**config.mk**
```make
export PLATFORM = sky130hd
export DESIGN_NAME = jtdr_top
export DESIGN_NICKNAME = d
export VERILOG_FILES = /design/src/jtdr_sync.v /design/src/jtdr_cell_chain.v /design/src/jtdr_top.v
export VERILOG_INCLUDE_DIRS = /design/src /design/src/src
export SDC_FILE = /design/constraint.sdc
export NUM_CORES = 1
export LEC_CHECK = 0
export ABC_CLOCK_PERIOD_IN_PS = 2800
export BUFFER_PORTS_ARGS = -buffer_cell sky130_fd_sc_hd__buf_2
export CAP_MARGIN = 20
export CORE_ASPECT_RATIO = 1.2
export CORE_UTILIZATION = 44
export CTS_CLUSTER_DIAMETER = 60
export DETAILED_ROUTE_END_ITERATION = 7
export PLACE_DENSITY_LB_ADDON = 0.08
export SYNTH_ARGS = -nofsm -noshare
export SYNTH_HDL_FRONTEND = slang
export SYNTH_HIERARCHICAL = 1
export SYNTH_SLANG_ARGS = --single-unit
```
**constraint.sdc**
```tcl
create_clock -name clk -period 2.8 [get_ports clk]
set_clock_uncertainty 0.15 [all_clocks]
set_input_delay 0 -clock clk [delete_from_list [all_inputs] [get_ports clk]]
set_output_delay 0 -clock clk [all_outputs]
set_load 0.005 [all_outputs]
```
**src/jtdr_map.vh**
```
// constants for the test data register block
`ifndef JTDR_MAP_VH
`define JTDR_MAP_VH
`define JTDR_IR_W 5
`define JTDR_IR_CAPTURE 5'h01
`define JTDR_OP_EXTEST 5'h00
`define JTDR_OP_SAMPLE 5'h01
`define JTDR_OP_CLAMP 5'h04
`define JTDR_OP_HIGHZ 5'h05
`define JTDR_OP_IDCODE 5'h06
`define JTDR_OP_BYPASS 5'h1F
`define JTDR_SIG_W 32
`define JTDR_SIG_VER_HI 31
`define JTDR_SIG_VER_LO 28
`define JTDR_SIG_FIXED_W 28
`define JTDR_BYP_CAPTURE 1'h0
`define JTDR_TAP_RESET 4'hF
`define JTDR_TAP_IDLE 4'hC
`define JTDR_TAP_SEL_DR 4'h7
`define JTDR_TAP_CAP_DR 4'h6
`define JTDR_TAP_SH_DR 4'h2
`define JTDR_TAP_EX1_DR 4'h1
`define JTDR_TAP_PA_DR 4'h3
`define JTDR_TAP_EX2_DR 4'h0
`define JTDR_TAP_UP_DR 4'h5
`define JTDR_TAP_SEL_IR 4'h4
`define JTDR_TAP_CAP_IR 4'hE
`define JTDR_TAP_SH_IR 4'hA
`define JTDR_TAP_EX1_IR 4'h9
`define JTDR_TAP_PA_IR 4'hB
`define JTDR_TAP_EX2_IR 4'h8
`define JTDR_TAP_UP_IR 4'hD
`endif

```
**src/jtdr_sync.v**
```verilog
// two-flop synchroniser with edge pulses for the test clock
`timescale 1ns/1ns
`default_nettype none
module jtdr_sync (
  input wire clk,
  input wire rst_b,
  input wire tck_pin,
  input wire tms_pin,
  input wire tdi_pin,
  input wire trst_b_pin,
  output reg tck_rise,
  output reg tck_fall,
  output reg tms_s,
  output reg tdi_s,
  output reg trst_b_s
);
  reg [3:0] meta_r;
  reg tck_s_r;
  reg tck_d_r;
  always @(posedge clk) begin
    if (!rst_b) begin
      meta_r <= 4'h0;
      tck_s_r <= 1'b0;
      tck_d_r <= 1'b0;
      tms_s <= 1'b1;
      tdi_s <= 1'b1;
      trst_b_s <= 1'b0;
      tck_rise <= 1'b0;
      tck_fall <= 1'b0;
    end else begin
      meta_r <= {trst_b_pin, tdi_pin, tms_pin, tck_pin};
      tck_s_r <= meta_r[0];
      tck_d_r <= tck_s_r;
      tms_s <= meta_r[1];
      tdi_s <= meta_r[2];
      trst_b_s <= meta_r[3];
      // edges are found after the second stage only; the first stage may be metastable
      tck_rise <= tck_s_r & ~tck_d_r;
      tck_fall <= ~tck_s_r & tck_d_r;
    end
  end
endmodule
`default_nettype wire

```
**src/jtdr_cell_chain.v**
```verilog
// boundary-scan chain: shift stage and update latch per cell
`timescale 1ns/1ns
`default_nettype none
module jtdr_cell_chain #(
  parameter N = 8
) (
  input wire clk,
  input wire rst_b,
  input wire capture_en,
  input wire shift_en,
  input wire update_en,
  input wire clr,
  input wire serial_in,
  input wire [N-1:0] capture_vals,
  output wire serial_out,
  output reg [N-1:0] update_vals
);
  reg [N-1:0] shift_r;
  // cell 0 is nearest the serial input, cell N-1 drives the output
  assign serial_out = shift_r[N-1];
  genvar g;
  generate
    for (g = 0; g < N; g = g + 1) begin : g_cell
      always @(posedge clk) begin
        if (!rst_b || clr) begin
          shift_r[g] <= 1'b0;
          update_vals[g] <= 1'b0;
        end else begin
          if (capture_en) begin
            shift_r[g] <= capture_vals[g];
          end else if (shift_en) begin
            shift_r[g] <= (g == 0) ? serial_in : shift_r[(g == 0) ? 0 : g - 1];
          end
          if (update_en) begin
            update_vals[g] <= shift_r[g];
          end
        end
      end
    end
  endgenerate
endmodule
`default_nettype wire

```
**src/jtdr_top.v**
```verilog
// test data registers, instruction register and pad muxing behind the test port
// Functional notes
// - one-bit skip register between serial pins
// - skip path delays data one test clock
// - skip register captures zero
// - skip register drives nothing else
// - fixed 32-bit signature, no user code
// - signature register selected under IDCODE
// - version top four bits, fixed code below
// - signature captured whole, no parallel output
// - cell chain selected only for sample/extest
// - clamp keeps update latches driving pins
// - system mode passes core to pads
// - extest drives pins from update latches
// - every cell has an update latch
// - extra cell enables data bus drivers
// - fixed chain order from serial input
// - serial output driven only in shift states
// - logic static when test clock stops
// - capture latches core and pad values
// - sample on rise, change output on fall
// - five-bit instruction, captures 00001
// - instruction codes decode as listed
`timescale 1ns/1ns
`default_nettype none
`include "jtdr_map.vh"
module jtdr_top #(
  parameter N_IN = 4,
  parameter N_OUT = 4,
  parameter N_DBUS = 4,
  parameter [3:0] SIG_VERSION = 4'h1,
  // arbitrary neutral code, no real maker or part
  parameter [27:0] SIG_FIXED = 28'h0000001
) (
  input wire clk,
  input wire rst_b,
  input wire tck,
  input wire tms,
  input wire tdi,
  input wire trst_b,
  output reg tdo,
  output reg tdo_oe,
  input wire [N_IN-1:0] pad_in,
  output wire [N_IN-1:0] core_in,
  input wire [N_OUT-1:0] core_out,
  output wire [N_OUT-1:0] pad_out,
  input wire [N_DBUS-1:0] core_dbus_out,
  input wire core_dbus_oe,
  input wire [N_DBUS-1:0] pad_dbus_in,
  output wire [N_DBUS-1:0] core_dbus_in,
  output wire [N_DBUS-1:0] pad_dbus_out,
  output wire pad_dbus_oe,
  output wire pads_highz,
  output wire [`JTDR_IR_W-1:0] active_instr
);
  localparam N = N_IN + N_OUT + 1 + 2 * N_DBUS;
  localparam [N-1:0] ZERO_N = {N{1'b0}};
  wire tck_rise;
  wire tck_fall;
  wire tms_s;
  wire tdi_s;
  wire trst_b_s;
  jtdr_sync u_sync (
    .clk(clk),
    .rst_b(rst_b),
    .tck_pin(tck),
    .tms_pin(tms),
    .tdi_pin(tdi),
    .trst_b_pin(trst_b),
    .tck_rise(tck_rise),
    .tck_fall(tck_fall),
    .tms_s(tms_s),
    .tdi_s(tdi_s),
    .trst_b_s(trst_b_s)
  );

  function [3:0] tap_next;
    input [3:0] st;
    input m;
    begin
      case (st)
        `JTDR_TAP_RESET: tap_next = m ? `JTDR_TAP_RESET : `JTDR_TAP_IDLE;
        `JTDR_TAP_IDLE: tap_next = m ? `JTDR_TAP_SEL_DR : `JTDR_TAP_IDLE;
        `JTDR_TAP_SEL_DR: tap_next = m ? `JTDR_TAP_SEL_IR : `JTDR_TAP_CAP_DR;
        `JTDR_TAP_CAP_DR: tap_next = m ? `JTDR_TAP_EX1_DR : `JTDR_TAP_SH_DR;
        `JTDR_TAP_SH_DR: tap_next = m ? `JTDR_TAP_EX1_DR : `JTDR_TAP_SH_DR;
        `JTDR_TAP_EX1_DR: tap_next = m ? `JTDR_TAP_UP_DR : `JTDR_TAP_PA_DR;
        `JTDR_TAP_PA_DR: tap_next = m ? `JTDR_TAP_EX2_DR : `JTDR_TAP_PA_DR;
        `JTDR_TAP_EX2_DR: tap_next = m ? `JTDR_TAP_UP_DR : `JTDR_TAP_SH_DR;
        `JTDR_TAP_UP_DR: tap_next = m ? `JTDR_TAP_SEL_DR : `JTDR_TAP_IDLE;
        `JTDR_TAP_SEL_IR: tap_next = m ? `JTDR_TAP_RESET : `JTDR_TAP_CAP_IR;
        `JTDR_TAP_CAP_IR: tap_next = m ? `JTDR_TAP_EX1_IR : `JTDR_TAP_SH_IR;
        `JTDR_TAP_SH_IR: tap_next = m ? `JTDR_TAP_EX1_IR : `JTDR_TAP_SH_IR;
        `JTDR_TAP_EX1_IR: tap_next = m ? `JTDR_TAP_UP_IR : `JTDR_TAP_PA_IR;
        `JTDR_TAP_PA_IR: tap_next = m ? `JTDR_TAP_EX2_IR : `JTDR_TAP_PA_IR;
        `JTDR_TAP_EX2_IR: tap_next = m ? `JTDR_TAP_UP_IR : `JTDR_TAP_SH_IR;
        `JTDR_TAP_UP_IR: tap_next = m ? `JTDR_TAP_SEL_DR : `JTDR_TAP_IDLE;
        default: tap_next = `JTDR_TAP_RESET;
      endcase
    end
  endfunction

  reg [3:0] tap_r;
  reg [`JTDR_IR_W-1:0] ir_shift_r;
  reg [`JTDR_IR_W-1:0] ir_r;
  reg skip_r;
  reg [`JTDR_SIG_W-1:0] sig_r;
  // test reset: the synchronised pin only; the reset state just reloads IDCODE
  wire test_rst = ~trst_b_s;
  wire in_reset = (tap_r == `JTDR_TAP_RESET);
  wire st_cap_dr = (tap_r == `JTDR_TAP_CAP_DR);
  wire st_sh_dr = (tap_r == `JTDR_TAP_SH_DR);
  wire st_up_dr = (tap_r == `JTDR_TAP_UP_DR);
  wire st_cap_ir = (tap_r == `JTDR_TAP_CAP_IR);
  wire st_sh_ir = (tap_r == `JTDR_TAP_SH_IR);
  wire st_up_ir = (tap_r == `JTDR_TAP_UP_IR);

  // instruction decode, private codes fall back to the skip register
  wire op_extest = (ir_r == `JTDR_OP_EXTEST);
  wire op_sample = (ir_r == `JTDR_OP_SAMPLE);
  wire op_clamp = (ir_r == `JTDR_OP_CLAMP);
  wire op_highz = (ir_r == `JTDR_OP_HIGHZ);
  wire op_idcode = (ir_r == `JTDR_OP_IDCODE);
  wire sel_chain = op_extest | op_sample;
  wire sel_sig = op_idcode;
  wire [`JTDR_SIG_W-1:0] sig_word = {SIG_VERSION, SIG_FIXED};

  // everything moves only on a test clock edge, so a stopped clock holds state
  always @(posedge clk) begin
    if (!rst_b || test_rst) begin
      tap_r <= `JTDR_TAP_RESET;
      ir_shift_r <= `JTDR_IR_CAPTURE;
      ir_r <= `JTDR_OP_IDCODE;
      skip_r <= `JTDR_BYP_CAPTURE;
      sig_r <= {`JTDR_SIG_W{1'b0}};
    end else if (tck_rise) begin
      tap_r <= tap_next(tap_r, tms_s);
      if (st_cap_ir) begin
        ir_shift_r <= `JTDR_IR_CAPTURE;
      end else if (st_sh_ir) begin
        ir_shift_r <= {tdi_s, ir_shift_r[`JTDR_IR_W-1:1]};
      end
      if (in_reset) begin
        ir_r <= `JTDR_OP_IDCODE;
      end else if (st_up_ir) begin
        ir_r <= ir_shift_r;
      end
      if (st_cap_dr) begin
        skip_r <= `JTDR_BYP_CAPTURE;
        sig_r <= sig_word;
      end else if (st_sh_dr) begin
        skip_r <= tdi_s;
        sig_r <= {tdi_s, sig_r[`JTDR_SIG_W-1:1]};
      end
    end
  end

  // chain capture vector: inputs from pads, outputs as driven to pads
  wire [N-1:0] chain_upd;
  wire [N_IN-1:0] upd_in = chain_upd[N_IN-1:0];
  wire [N_OUT-1:0] upd_out = chain_upd[N_IN+N_OUT-1:N_IN];
  wire upd_dbe = chain_upd[N_IN+N_OUT];
  wire [N_DBUS-1:0] upd_din = chain_upd[N_IN+N_OUT+N_DBUS:N_IN+N_OUT+1];
  wire [N_DBUS-1:0] upd_dout = chain_upd[N-1:N_IN+N_OUT+N_DBUS+1];
  wire chain_out;
  wire [N-1:0] chain_cap = {pad_dbus_out, pad_dbus_in, pad_dbus_oe, pad_out, pad_in};

  jtdr_cell_chain #(
    .N(N)
  ) u_chain (
    .clk(clk),
    .rst_b(rst_b),
    .capture_en(tck_rise & st_cap_dr & sel_chain),
    .shift_en(tck_rise & st_sh_dr & sel_chain),
    .update_en(tck_rise & st_up_dr & sel_chain),
    .clr(test_rst),
    .serial_in(tdi_s),
    .capture_vals(chain_cap),
    .serial_out(chain_out),
    .update_vals(chain_upd)
  );

  // extest drives pads and core inputs from latches, clamp only the pads; other modes are straight through
  wire test_mode = op_extest | op_clamp;
  assign pad_out = test_mode ? upd_out : core_out;
  assign core_in = op_extest ? upd_in : pad_in;
  assign pad_dbus_out = test_mode ? upd_dout : core_dbus_out;
  assign pad_dbus_oe = test_mode ? upd_dbe : core_dbus_oe;
  assign core_dbus_in = op_extest ? upd_din : pad_dbus_in;
  assign pads_highz = op_highz;
  assign active_instr = ir_r;

  // output mux: skip register feeds only this path, never a pin or core signal
  reg tdo_nxt;
  always @* begin
    if (st_sh_ir) begin
      tdo_nxt = ir_shift_r[0];
    end else if (sel_chain) begin
      tdo_nxt = chain_out;
    end else if (sel_sig) begin
      tdo_nxt = sig_r[0];
    end else begin
      tdo_nxt = skip_r;
    end
  end

  // output is retimed on the falling test clock edge
  always @(posedge clk) begin
    if (!rst_b || test_rst) begin
      tdo <= 1'b0;
      tdo_oe <= 1'b0;
    end else if (tck_fall) begin
      tdo <= tdo_nxt;
      tdo_oe <= st_sh_dr | st_sh_ir;
    end
  end
endmodule
`default_nettype wire

```
==> impl_metrics.yaml, run 1 <==
timing:
  setup-violations-final: 0
  drv_slew: 0
  rsz0062_at_grt: "false"
  max_freq_ghz: 0.427
  worstMarginPinSlew_ps: 626
  tns_ps: 0
  relSlewSlack_pct: 58.1
  hold_viol: 0
  fin_crit_sh_pct: 83.6
  min_period_ps: 2340
worst_setup_path:
  critPathMaxFanout: 8
  arrival_ps: 2190
  critPathTopFamily: "simple AND/OR/NAND/NOR gates"
  path_buf_inv: 1
  crit_chain: "nor4_4, and2b_1, mux2_2, buf_2"
  cp.required_ps: 2650
  cp_slowest_cell: "nor4_4"
  cp_slowest_stage_delay_ps: 480
  crit_type: "reg -> out"
  start_kind: "register"
  endpoint_kind: "primary output"
place:
  portBuffers: 47
  dpl.hpwl_um: 5370
  gp_congestion: 0.727
floorplanning:
  start_util_pct: 45.8
  die_area_um2: 9340
  chipWidth_um: 88.4
  rows: 37
  core_um2: 8610
  io_pins: 48
  die_h_um: 106
routing:
  drt_iter0_drc: 102
  drt_pass1_iterations: 4
  routed_via_density: 5.17
  wirelength_um: 8340
  num_vias: 3151
  route.met3.wl_um: 243
  routedWlPerCell_um: 13.7
  ant_nets: 0
  top_layer_used: "met4"
  wl_met2_um: 4010
  wl_met1_um: 3940
  drc_errors: 0
global_routing:
  globalRouteOverflowTotal: 0
  grt_pass1_vias: 2909
  grt_usage_pct: 18.5
  grt_pass1_wl_um: 13500
  grt_antenna_before_repair: 0
  grt_max_degree: 35
flow_run:
  maxCapViolCount: 0
logic_synthesis:
  synth-edff-count: 0
  synth-main-ff-cell: "dfxtp_1"
  seq_area_frac_synth_pct: 47.3
  synth_largest_area_cell: "dfxtp_1"
  syn_nets: 451
  synth_top_area_share_pct: 47.3
  synth_area_leaders: "dfxtp_1 (47%), mux2i_1 (8.6%), a21oi_1 (5.2%)"
  ys_async_sr_fraction_pct: 0
  ys_seq_elements: 93
  syn_avg_cell_area_um2: 9.21
  synth.distinct_cells: 40
  synth.cell_area_um2: 3940
  synth_cells: 428
  ys_warn_count: 6
cells_and_area:
  area_growth_syn_to_layout_pct: 19.0
  drive_gt1_share_pct: 20.9
  fillers: 816
  diodes: 0
  post-route-util_pct: 54.4
  nNetsFinal: 511
clock_network:
  cts_num_sinks: 93
  clk_pin_slew_ps: 90
  tritoncts: "done"
  cts-resized-gates: 0
  insertion_delay_ps: 360
  root_buffer: "clkbuf_8"
  cts_buffer_depth: 2
  htree_num_levels: 3
  cts_made_buffers: 9
power:
  p_per_area_nw_per_um2: 519
  vdd_drop_max_v: 0.000261
  p_leak_uw: 0.00158
min_path:
  hold_path_class: "in -> reg"
run_status:
  status: "finished, final reports clean"
-- sequential cells by signal (all words and copies together) (netlist names), 4 cells and up --
| name | count |
|---|---|
| u_chain/shift_r | 16 |
| ir_shift_r | 5 |
| u_sync/meta_r | 4 |
| u_chain/update_vals | 17 |
| tap_r | 4 |
| sig_r | 31 |
| active_instr | 5 |
-- worst reg2reg max path, delay by kind of cell (launching register included) --
family / cells / cell delay, ps
and+or+nand+nor: 3 / 1100
buffers and inverters: 1 / 230
DFF: 1 / 400
AOI/OAI and AO/OA: 1 / 260
-- metrics by stage --
step / worst slack (ps) / hold WS, ps / area (µm²) / power, µW / std cells
after CTS: 410 / 0.730 / 4690 / 2450 / 610
final: 458 / 13.5 / 4690 / 2440 / 610
after floorplan: 718 / -77.0 / 3940 / 1400 / 428
after global routing: 324 / 51.2 / 4690 / 2530 / 610
after global placement: 664 / 52.5 / 4220 / 1430 / 570
after detailed placement: 572 / 53.0 / 4220 / 1430 / 570
-- cells by family after synthesis --
family                 count (synthesis)  synth area share [%]
buffers and inverters                 39                  5.37
AND/OR/NAND/NOR                      167                  21.9
multiplexers                          51                  13.5
flip-flops                            93                  47.3
AO/OA/AOI/OAI                         78                  12.0
-- synthesized netlist by cell type (all sizes together), types with 2 or more instances --
| cell type | n |
|---|---|
| mux2 | 17 |
| dfxtp | 93 |
| mux2i | 34 |
| and3 | 3 |
| clkbuf | 18 |
| nand3b | 2 |
| and3b | 4 |
| a22oi | 2 |
| nand2b | 6 |
| o211ai | 3 |
| nor3 | 4 |
| o22ai | 2 |
| buf | 15 |
| nor2b | 19 |
| a21oi | 41 |
| nand3 | 37 |
| nor2 | 27 |
| a211oi | 17 |
| o21ai | 9 |
| and2 | 9 |
| inv | 6 |
| nand2 | 46 |
| nor3b | 3 |
-- routing by layer --
metal	track usage, %	vias up
li1	-	1606
met1	23.3	1473
met3	3.37	11
met5	0	-
met2	30.8	61
met4	7.60	0
-- final timing paths --
kind / startpoint / to / slack (ps) / depth (start not counted)
setup / recovery: active_instr[1] / core_in[0] / 460 / 4
hold / removal: core_dbus_out[3] / u_chain/serial_out / 10 / 4
setup reg to reg: active_instr[1] / u_chain/shift_r[6] / 590 / 5
hold reg to reg: u_sync/meta_r[1] / u_sync/tms_s / 260 / 1
-- timing repair --
item	in CTS	in global routing
hold endpoints to repair	26	0
hold buffers	24	0
setup buffers	0	0
-- cell type report --
| cell class | instances | area (µm²) | area share (%) |
|---|---|---|---|
| multi-input cells | 296 | 1870 | 40.0 |
| flip-flops and latches | 93 | 1860 | 39.7 |
| repair buffers | 82 | 558 | 11.9 |
| well taps | 117 | 146 | 3.12 |
| clock buffers | 11 | 141 | 3.02 |
| clock inverters | 5 | 83.8 | 1.79 |
| inverters | 6 | 22.5 | 0.480 |
-- power by group --
| part | total [µW] | switching [µW] | leakage [µW] | internal [µW] |
|---|---|---|---|---|
| logic | 93.7 | 36.4 | 0.000728 | 57.3 |
| registers | 1330 | 5.81 | 0.000751 | 1330 |
| clock network | 1010 | 478 | 0.000106 | 529 |
| total | 2440 | 520 | 0.00158 | 1920 |
-- layout by cell type (no fill, tap or decap), drive strengths merged, types with 3 or more instances in the layout --
cell type	Yosys	final
a211oi	17	17
a21oi	41	41
and2	9	9
and3	3	3
and3b	4	4
buf	15	58
clkbuf	18	11
dfxtp	93	93
dlygate4sd3	0	24
inv	6	6
mux2	17	17
mux2i	34	34
nand2	46	46
nand2b	6	6
nand3	37	37
nor2	27	27
nor2b	19	19
nor3	4	4
nor3b	3	3
o211ai	3	3
o21ai	9	9
(Power assumes the default switching activity.)
==> run 2, diff against run 1 <==
Settings changed: ABC_AREA set to 1, ABC_CLOCK_PERIOD_IN_PS 2800 to 2400.
Clock period 2.8 ns to 2.4 ns, I/O delays scaled along.
==> run 2 against run 1 <==
- first-iteration DRC count rose by 8.8%
- sequential cell count did not move
- sequential share of layout area fell by 4.8 points
- critical path type unchanged
- utilization rose by 0.43 points
- global-route usage rose by 0.40 points
- die area rose by 13%
- clock-buffer cell count did not move
- critical path depth rose by 4
- via count rose by 21%
- power rose by 30%
==> impl_metrics.yaml, run 2 <==
run_status:
  status: "finished, final reports clean"
cells_and_area:
  largest-register: "sig_r"
  nNetsFinal: 683
  largest_register_ffs: 31
  multi_input_area_um2: 2170
  reg_top3: "sig_r (31), u_chain/update_vals (17), u_chain/shift_r (16)"
  final_cell_mix: "nand2_1 (227), dfxtp_1 (93), inv_1 (49), buf_2 (47), a21oi_2 (40)"
  fillers: 958
  final_area_um2: 5330
  final_common_cell: "nand2_1"
  diodes: 0
  area_growth_syn_to_layout_pct: 19.3
  drive_gt1_share_pct: 25.9
  area.sequential_um2: 1860
worst_setup_path:
  start_kind: "register"
  cp_num_cells: 8
  arrival_ps: 1830
  cp.required_ps: 2250
  reg2reg_slack_ps: 510
  crit_chain: "nor2_1, inv_1, nor3_4, buf_4, nand2_1, nand2_1, nand2_1, buf_2"
  critPathTopFamily: "simple AND/OR/NAND/NOR gates"
  r2r_end: "u_chain/shift_r[7]"
  endpoint: "core_dbus_in[3]"
  cp_slowest_cell: "dfxtp_1"
  path_buf_inv: 3
  crit_type: "reg -> out"
  cp_slowest_stage_delay_ps: 350
  worstRegToRegCells: 10
  endpoint_kind: "primary output"
  crit_top_cell: "nand2_1"
  r2r-start: "tap_r[1]"
  critPathMaxFanout: 18
  crit_path_start: "active_instr[1]"
logic_synthesis:
  synth_commonest_cells: "nand2_1 (228), dfxtp_1 (93), inv_1 (49)"
  ys_async_sr_fraction_pct: 0
  yosysMostFrequentCell: "nand2_1"
  ys_seq_elements: 93
  syn_avg_cell_area_um2: 7.53
  syn_nets: 616
  synth_top_area_share_pct: 41.7
  synth.distinct_cells: 34
  synth-main-ff-cell: "dfxtp_1"
  synth-edff-count: 0
  synth_area_leaders: "dfxtp_1 (42%), nand2_1 (19%), a21oi_2 (7.8%)"
  synth_cells: 593
  seq_area_frac_synth_pct: 41.7
  ys_warn_count: 6
  synth_largest_area_cell: "dfxtp_1"
  synth.cell_area_um2: 4470
power:
  vdd_drop_max_v: 0.000346
  p_leak_uw: 0.00205
  p_per_area_nw_per_um2: 593
  power_uw: 3160
clock_network:
  cts_setup_buffers: 0
  tritoncts: "done"
  root_buffer: "clkbuf_16"
  htree_num_levels: 3
  insertion_delay_ps: 330
  clk_pin_slew_ps: 60
  cts_made_buffers: 9
  cts_buffer_depth: 2
  cts_num_sinks: 93
routing:
  ant_nets: 0
  drt_iter0_drc: 111
  wirelength_um: 9250
  num_vias: 3819
  drc_errors: 0
  routed_via_density: 4.85
  routedWlPerCell_um: 11.7
  drt_pass1_iterations: 4
timing:
  relSlewSlack_pct: 42.9
  worstMarginPinSlew_ps: 855
  setup-violations-final: 0
  drv_slew: 0
  hold_viol: 0
  fin_crit_sh_pct: 82.3
  min_period_ps: 1980
  max_freq_ghz: 0.506
  tns_ps: 0
  rsz0062_at_grt: "false"
global_routing:
  globalRouteOverflowTotal: 0
  grt_pass1_wl_um: 16100
  grt_usage_pct: 18.9
  grt_max_degree: 35
  grt_pass1_vias: 3585
  grt_antenna_before_repair: 0
place:
  place_area_um2: 4760
  dpl.hpwl_um: 6290
  portBuffers: 47
  gp_congestion: 0.817
floorplanning:
  core_um2: 9710
  chipWidth_um: 94.0
  die_h_um: 112
  rows: 39
  die_area_um2: 10600
  io_pins: 48
  start_util_pct: 46.0
flow_run:
  maxCapViolCount: 0
min_path:
  hold_path_class: "reg -> reg"
  min-delay-start: "u_sync/meta_r[1]"
==> run 2: changes by cell type after synthesis, sizes merged, moves of 6 or more <==
cell / delta
buf: +9
a21oi: +35
mux2: -17
mux2i: -34
nand2: +186
a211oi: -13
nand3: +12
nor2b: -19
clkbuf: -13
and2: -9
inv: +52
nand2b: -6
==> run 2: repair_timing <==
item | in CTS | in global routing
hold buffers | 26 | 0
endpoints found under the hold margin | 28 | 0
resized for setup | 0 | 0
==> run 2: worst min path at each step <==
stage	to	depth (start not counted)
final	u_sync/tms_s	2
after global routing	u_sync/tms_s	2
after CTS	u_sync/tms_s	2
after detailed placement	u_sync/meta_r[1]	3
after global placement	u_sync/meta_r[1]	3
after floorplan	core_dbus_in[0]	2
==> run 2: tightest hold or removal path, delay by kind of cell, from the launching register on <==
family / cells / cell delay [ps]
flip-flops: 1 / 300
AND/OR/NAND/NOR: 1 / 40
buffers and inverters: 1 / 30
==> run 2: cell type report <==
| cell class | count | share of cell area [%] |
|---|---|---|
| repair buffers | 85 | 11.2 |
| inverters | 61 | 4.39 |
| clock inverters | 5 | 1.41 |
| well taps | 123 | 2.89 |
| clock buffers | 11 | 4.37 |
| flip-flops and latches | 93 | 34.9 |
| multi-input cells | 410 | 40.8 |
==> run 2: report_power, final <==
part	internal, µW	switching [µW]	leakage, µW
combinational	66.1	58.4	0.00115
clock	908	568	0.000153
sequential	1550	6.72	0.000751
total	2530	633	0.00205
==> run 2: logic make-up (layout without fill, tap and decap cells) <==
logic type	Yosys count	count (layout)	synth area share (%)
AOI/OAI and AO/OA	96	96	14.8
buffers and inverters	90	162	9.94
and+or+nand+nor	314	314	33.5
DFF	93	93	41.7
==> run 2: through the flow <==
stage                     instances  util (%)  worst slack, ps  hold WS [ps]
after floorplan                 593         -              709         -59.2
after global routing            788      54.9              209           279
after CTS                       788      54.9              376           252
after detailed placement        746      49.0              516          33.5
final                           788      54.9              424           250
after global placement          746      49.0              559          25.2
==> run 2: metal layers <==
| metal | global-route usage, % | up-vias | wire length, µm |
|---|---|---|---|
| li1 | - | 2024 | - |
| met1 | 23.8 | 1721 | 4500 |
| met2 | 32.0 | 65 | 4360 |
| met3 | 4.27 | 9 | 295 |
| met4 | 5.85 | 0 | 88 |
| met5 | 0 | - | 0 |
==> run 3, diff against run 2 <==
Settings changed: ABC_CLOCK_PERIOD_IN_PS 2400 to 2050.
Clock period 2.4 ns to 2.05 ns, I/O delays scaled along.
==> run 3 against run 2 <==
- hold slack improved by 3.3 ps
- first-iteration DRC count grew 5.4%
- routed wire length rose by 5.4%
- largest cell class unchanged
- design area increased by 1.2%
- die area unchanged
- clock power increased by 29%
- sequential cell count unchanged
- sequential share of layout area shrank 0.39 points
- global-route usage increased by 1.1 points
==> impl_metrics.yaml, run 3 (same netlist as run 2, synthesis figures left out) <==
run_status:
  status: "finished, final reports clean"
power:
  p_sw_uw: 759
  p_sw_share_pct: 19.6
  p_leak_uw: 0.00207
  internal_power_uw: 3120
  seq_power_share_pct: 47.1
  p_per_area_nw_per_um2: 719
  power_uw: 3880
  p_clk_share_pct: 49.2
  pwr-share-comb_pct: 3.7
  vdd_drop_max_v: 0.000454
worst_setup_path:
  crit_path_start: "active_instr[4]"
  critPathMaxFanout: 18
  r2r_end: "u_chain/shift_r[7]"
  worstRegToRegCells: 10
  r2r-start: "tap_r[1]"
  crit_type: "reg -> out"
  reg2reg_slack_ps: 190
  endpoint: "core_dbus_in[2]"
  endpoint_kind: "primary output"
  start_kind: "register"
  cp.required_ps: 1900
  arrival_ps: 1710
clock_network:
  cts_num_sinks: 93
  clk_pin_slew_ps: 60
  root_buffer: "clkbuf_16"
  htree_num_levels: 3
  insertion_delay_ps: 340
  tritoncts: "done"
  cts_made_buffers: 9
  cts_buffer_depth: 2
routing:
  drc_errors: 0
  routedWlPerCell_um: 12.4
  drt_pass1_iterations: 4
  routed_via_density: 4.90
  drt_iter0_drc: 117
  num_vias: 3861
  ant_nets: 0
  wirelength_um: 9750
timing:
  setup-violations-final: 0
  max_freq_ghz: 0.537
  worstMarginPinSlew_ps: 759
  min_period_ps: 1860
  hold_viol: 0
  tns_ps: 0
  drv_slew: 0
  rsz0062_at_grt: "false"
  relSlewSlack_pct: 49.4
  fin_crit_sh_pct: 90.8
  fin_hold_ws_ps: 253
floorplanning:
  rows: 39
  chipWidth_um: 94.0
  io_pins: 48
  core_um2: 9710
  die_h_um: 112
  start_util_pct: 46.0
  die_area_um2: 10600
cells_and_area:
  reg_top3: "sig_r (31), u_chain/update_vals (17), u_chain/shift_r (16)"
  largest_register_ffs: 31
  final_cell_mix: "nand2_1 (226), dfxtp_1 (92), inv_1 (49), buf_2 (47), a21oi_2 (40)"
  drive_gt1_share_pct: 26.2
  nNetsFinal: 683
  diodes: 0
  fillers: 920
  final_common_cell: "nand2_1"
  area_growth_syn_to_layout_pct: 20.7
  largest-register: "sig_r"
global_routing:
  grt_pass1_wl_um: 16800
  grt_antenna_before_repair: 0
  grt_pass1_vias: 3581
  grt_max_degree: 31
  globalRouteOverflowTotal: 0
  grt_usage_pct: 20.1
flow_run:
  maxCapViolCount: 0
place:
  dpl.hpwl_um: 6330
  portBuffers: 47
  gp_congestion: 0.806
min_path:
  hold_path_class: "reg -> reg"
==> run 3: power groups by stage <==
stage | combinational, µW | sequential, µW | clock [µW]
2_1_floorplan | 58.4 | 1860 | 0
3_3_place_gp | 103 | 1870 | 0
3_5_place_dp | 104 | 1870 | 0
4_1_cts | 142 | 1830 | 1940
5_1_grt | 162 | 1830 | 2030
6_report | 142 | 1830 | 1910
==> run 3: through the flow <==
step                      setup slack, ps  util (%)  instance area (µm²)  std cells
final                                 188      55.5                 5390        788
after global routing                 27.5      55.5                 5390        788
after CTS                            61.1      55.5                 5390        788
after detailed placement              194      49.3                 4790        746
after global placement                162      49.3                 4790        746
after floorplan                       359         -                 4470        593
==> run 3: layout make-up <==
type	count	area (µm²)	area share [%]
Clock inverter	4	95.1	1.76
Multi-Input combinational cell	410	2180	40.3
Clock buffer	12	246	4.57
Sequential cell	93	1860	34.5
Inverter	61	235	4.36
Tap cell	123	154	2.85
Timing Repair Buffer	85	623	11.6
==> run 3: layer usage <==
layer / up-vias / global-route usage (%) / share of wire (%)
li1: 2011 / - / -
met1: 1762 / 25.3 / 49
met2: 74 / 33.8 / 46
met3: 14 / 2.78 / 2.7
met4: 0 / 8.92 / 1.7
met5: - / 0 / 0
==> run 3: worst max-delay path, stage by stage, from the launching register on <==
cell     delay (ps)
dfxtp_1         330
nor2_1          120
inv_1            90
nor3_4          130
buf_4           270
nand2_2         160
nand2_1          90
nand2_1          50
buf_2           120
==> run 3: how the worst min path moves through the flow <==
| stage | endpoint | depth (start not counted) | from |
|---|---|---|---|
| after detailed placement | u_sync/meta_r[1] | 3 | tms |
| after global placement | u_sync/meta_r[1] | 3 | tms |
| after global routing | u_sync/tms_s | 2 | u_sync/meta_r[1] |
| after floorplan | core_dbus_in[0] | 2 | pad_dbus_in[0] |
| final | u_sync/tms_s | 2 | u_sync/meta_r[1] |
| after CTS | u_sync/tms_s | 2 | u_sync/meta_r[1] |
==> run 3: timing repair <==
action,CTS,global route
setup buffers,0,0
hold endpoints to repair,28,0
setup endpoints to repair,0,9
gates resized for setup,0,3
hold buffers,26,0
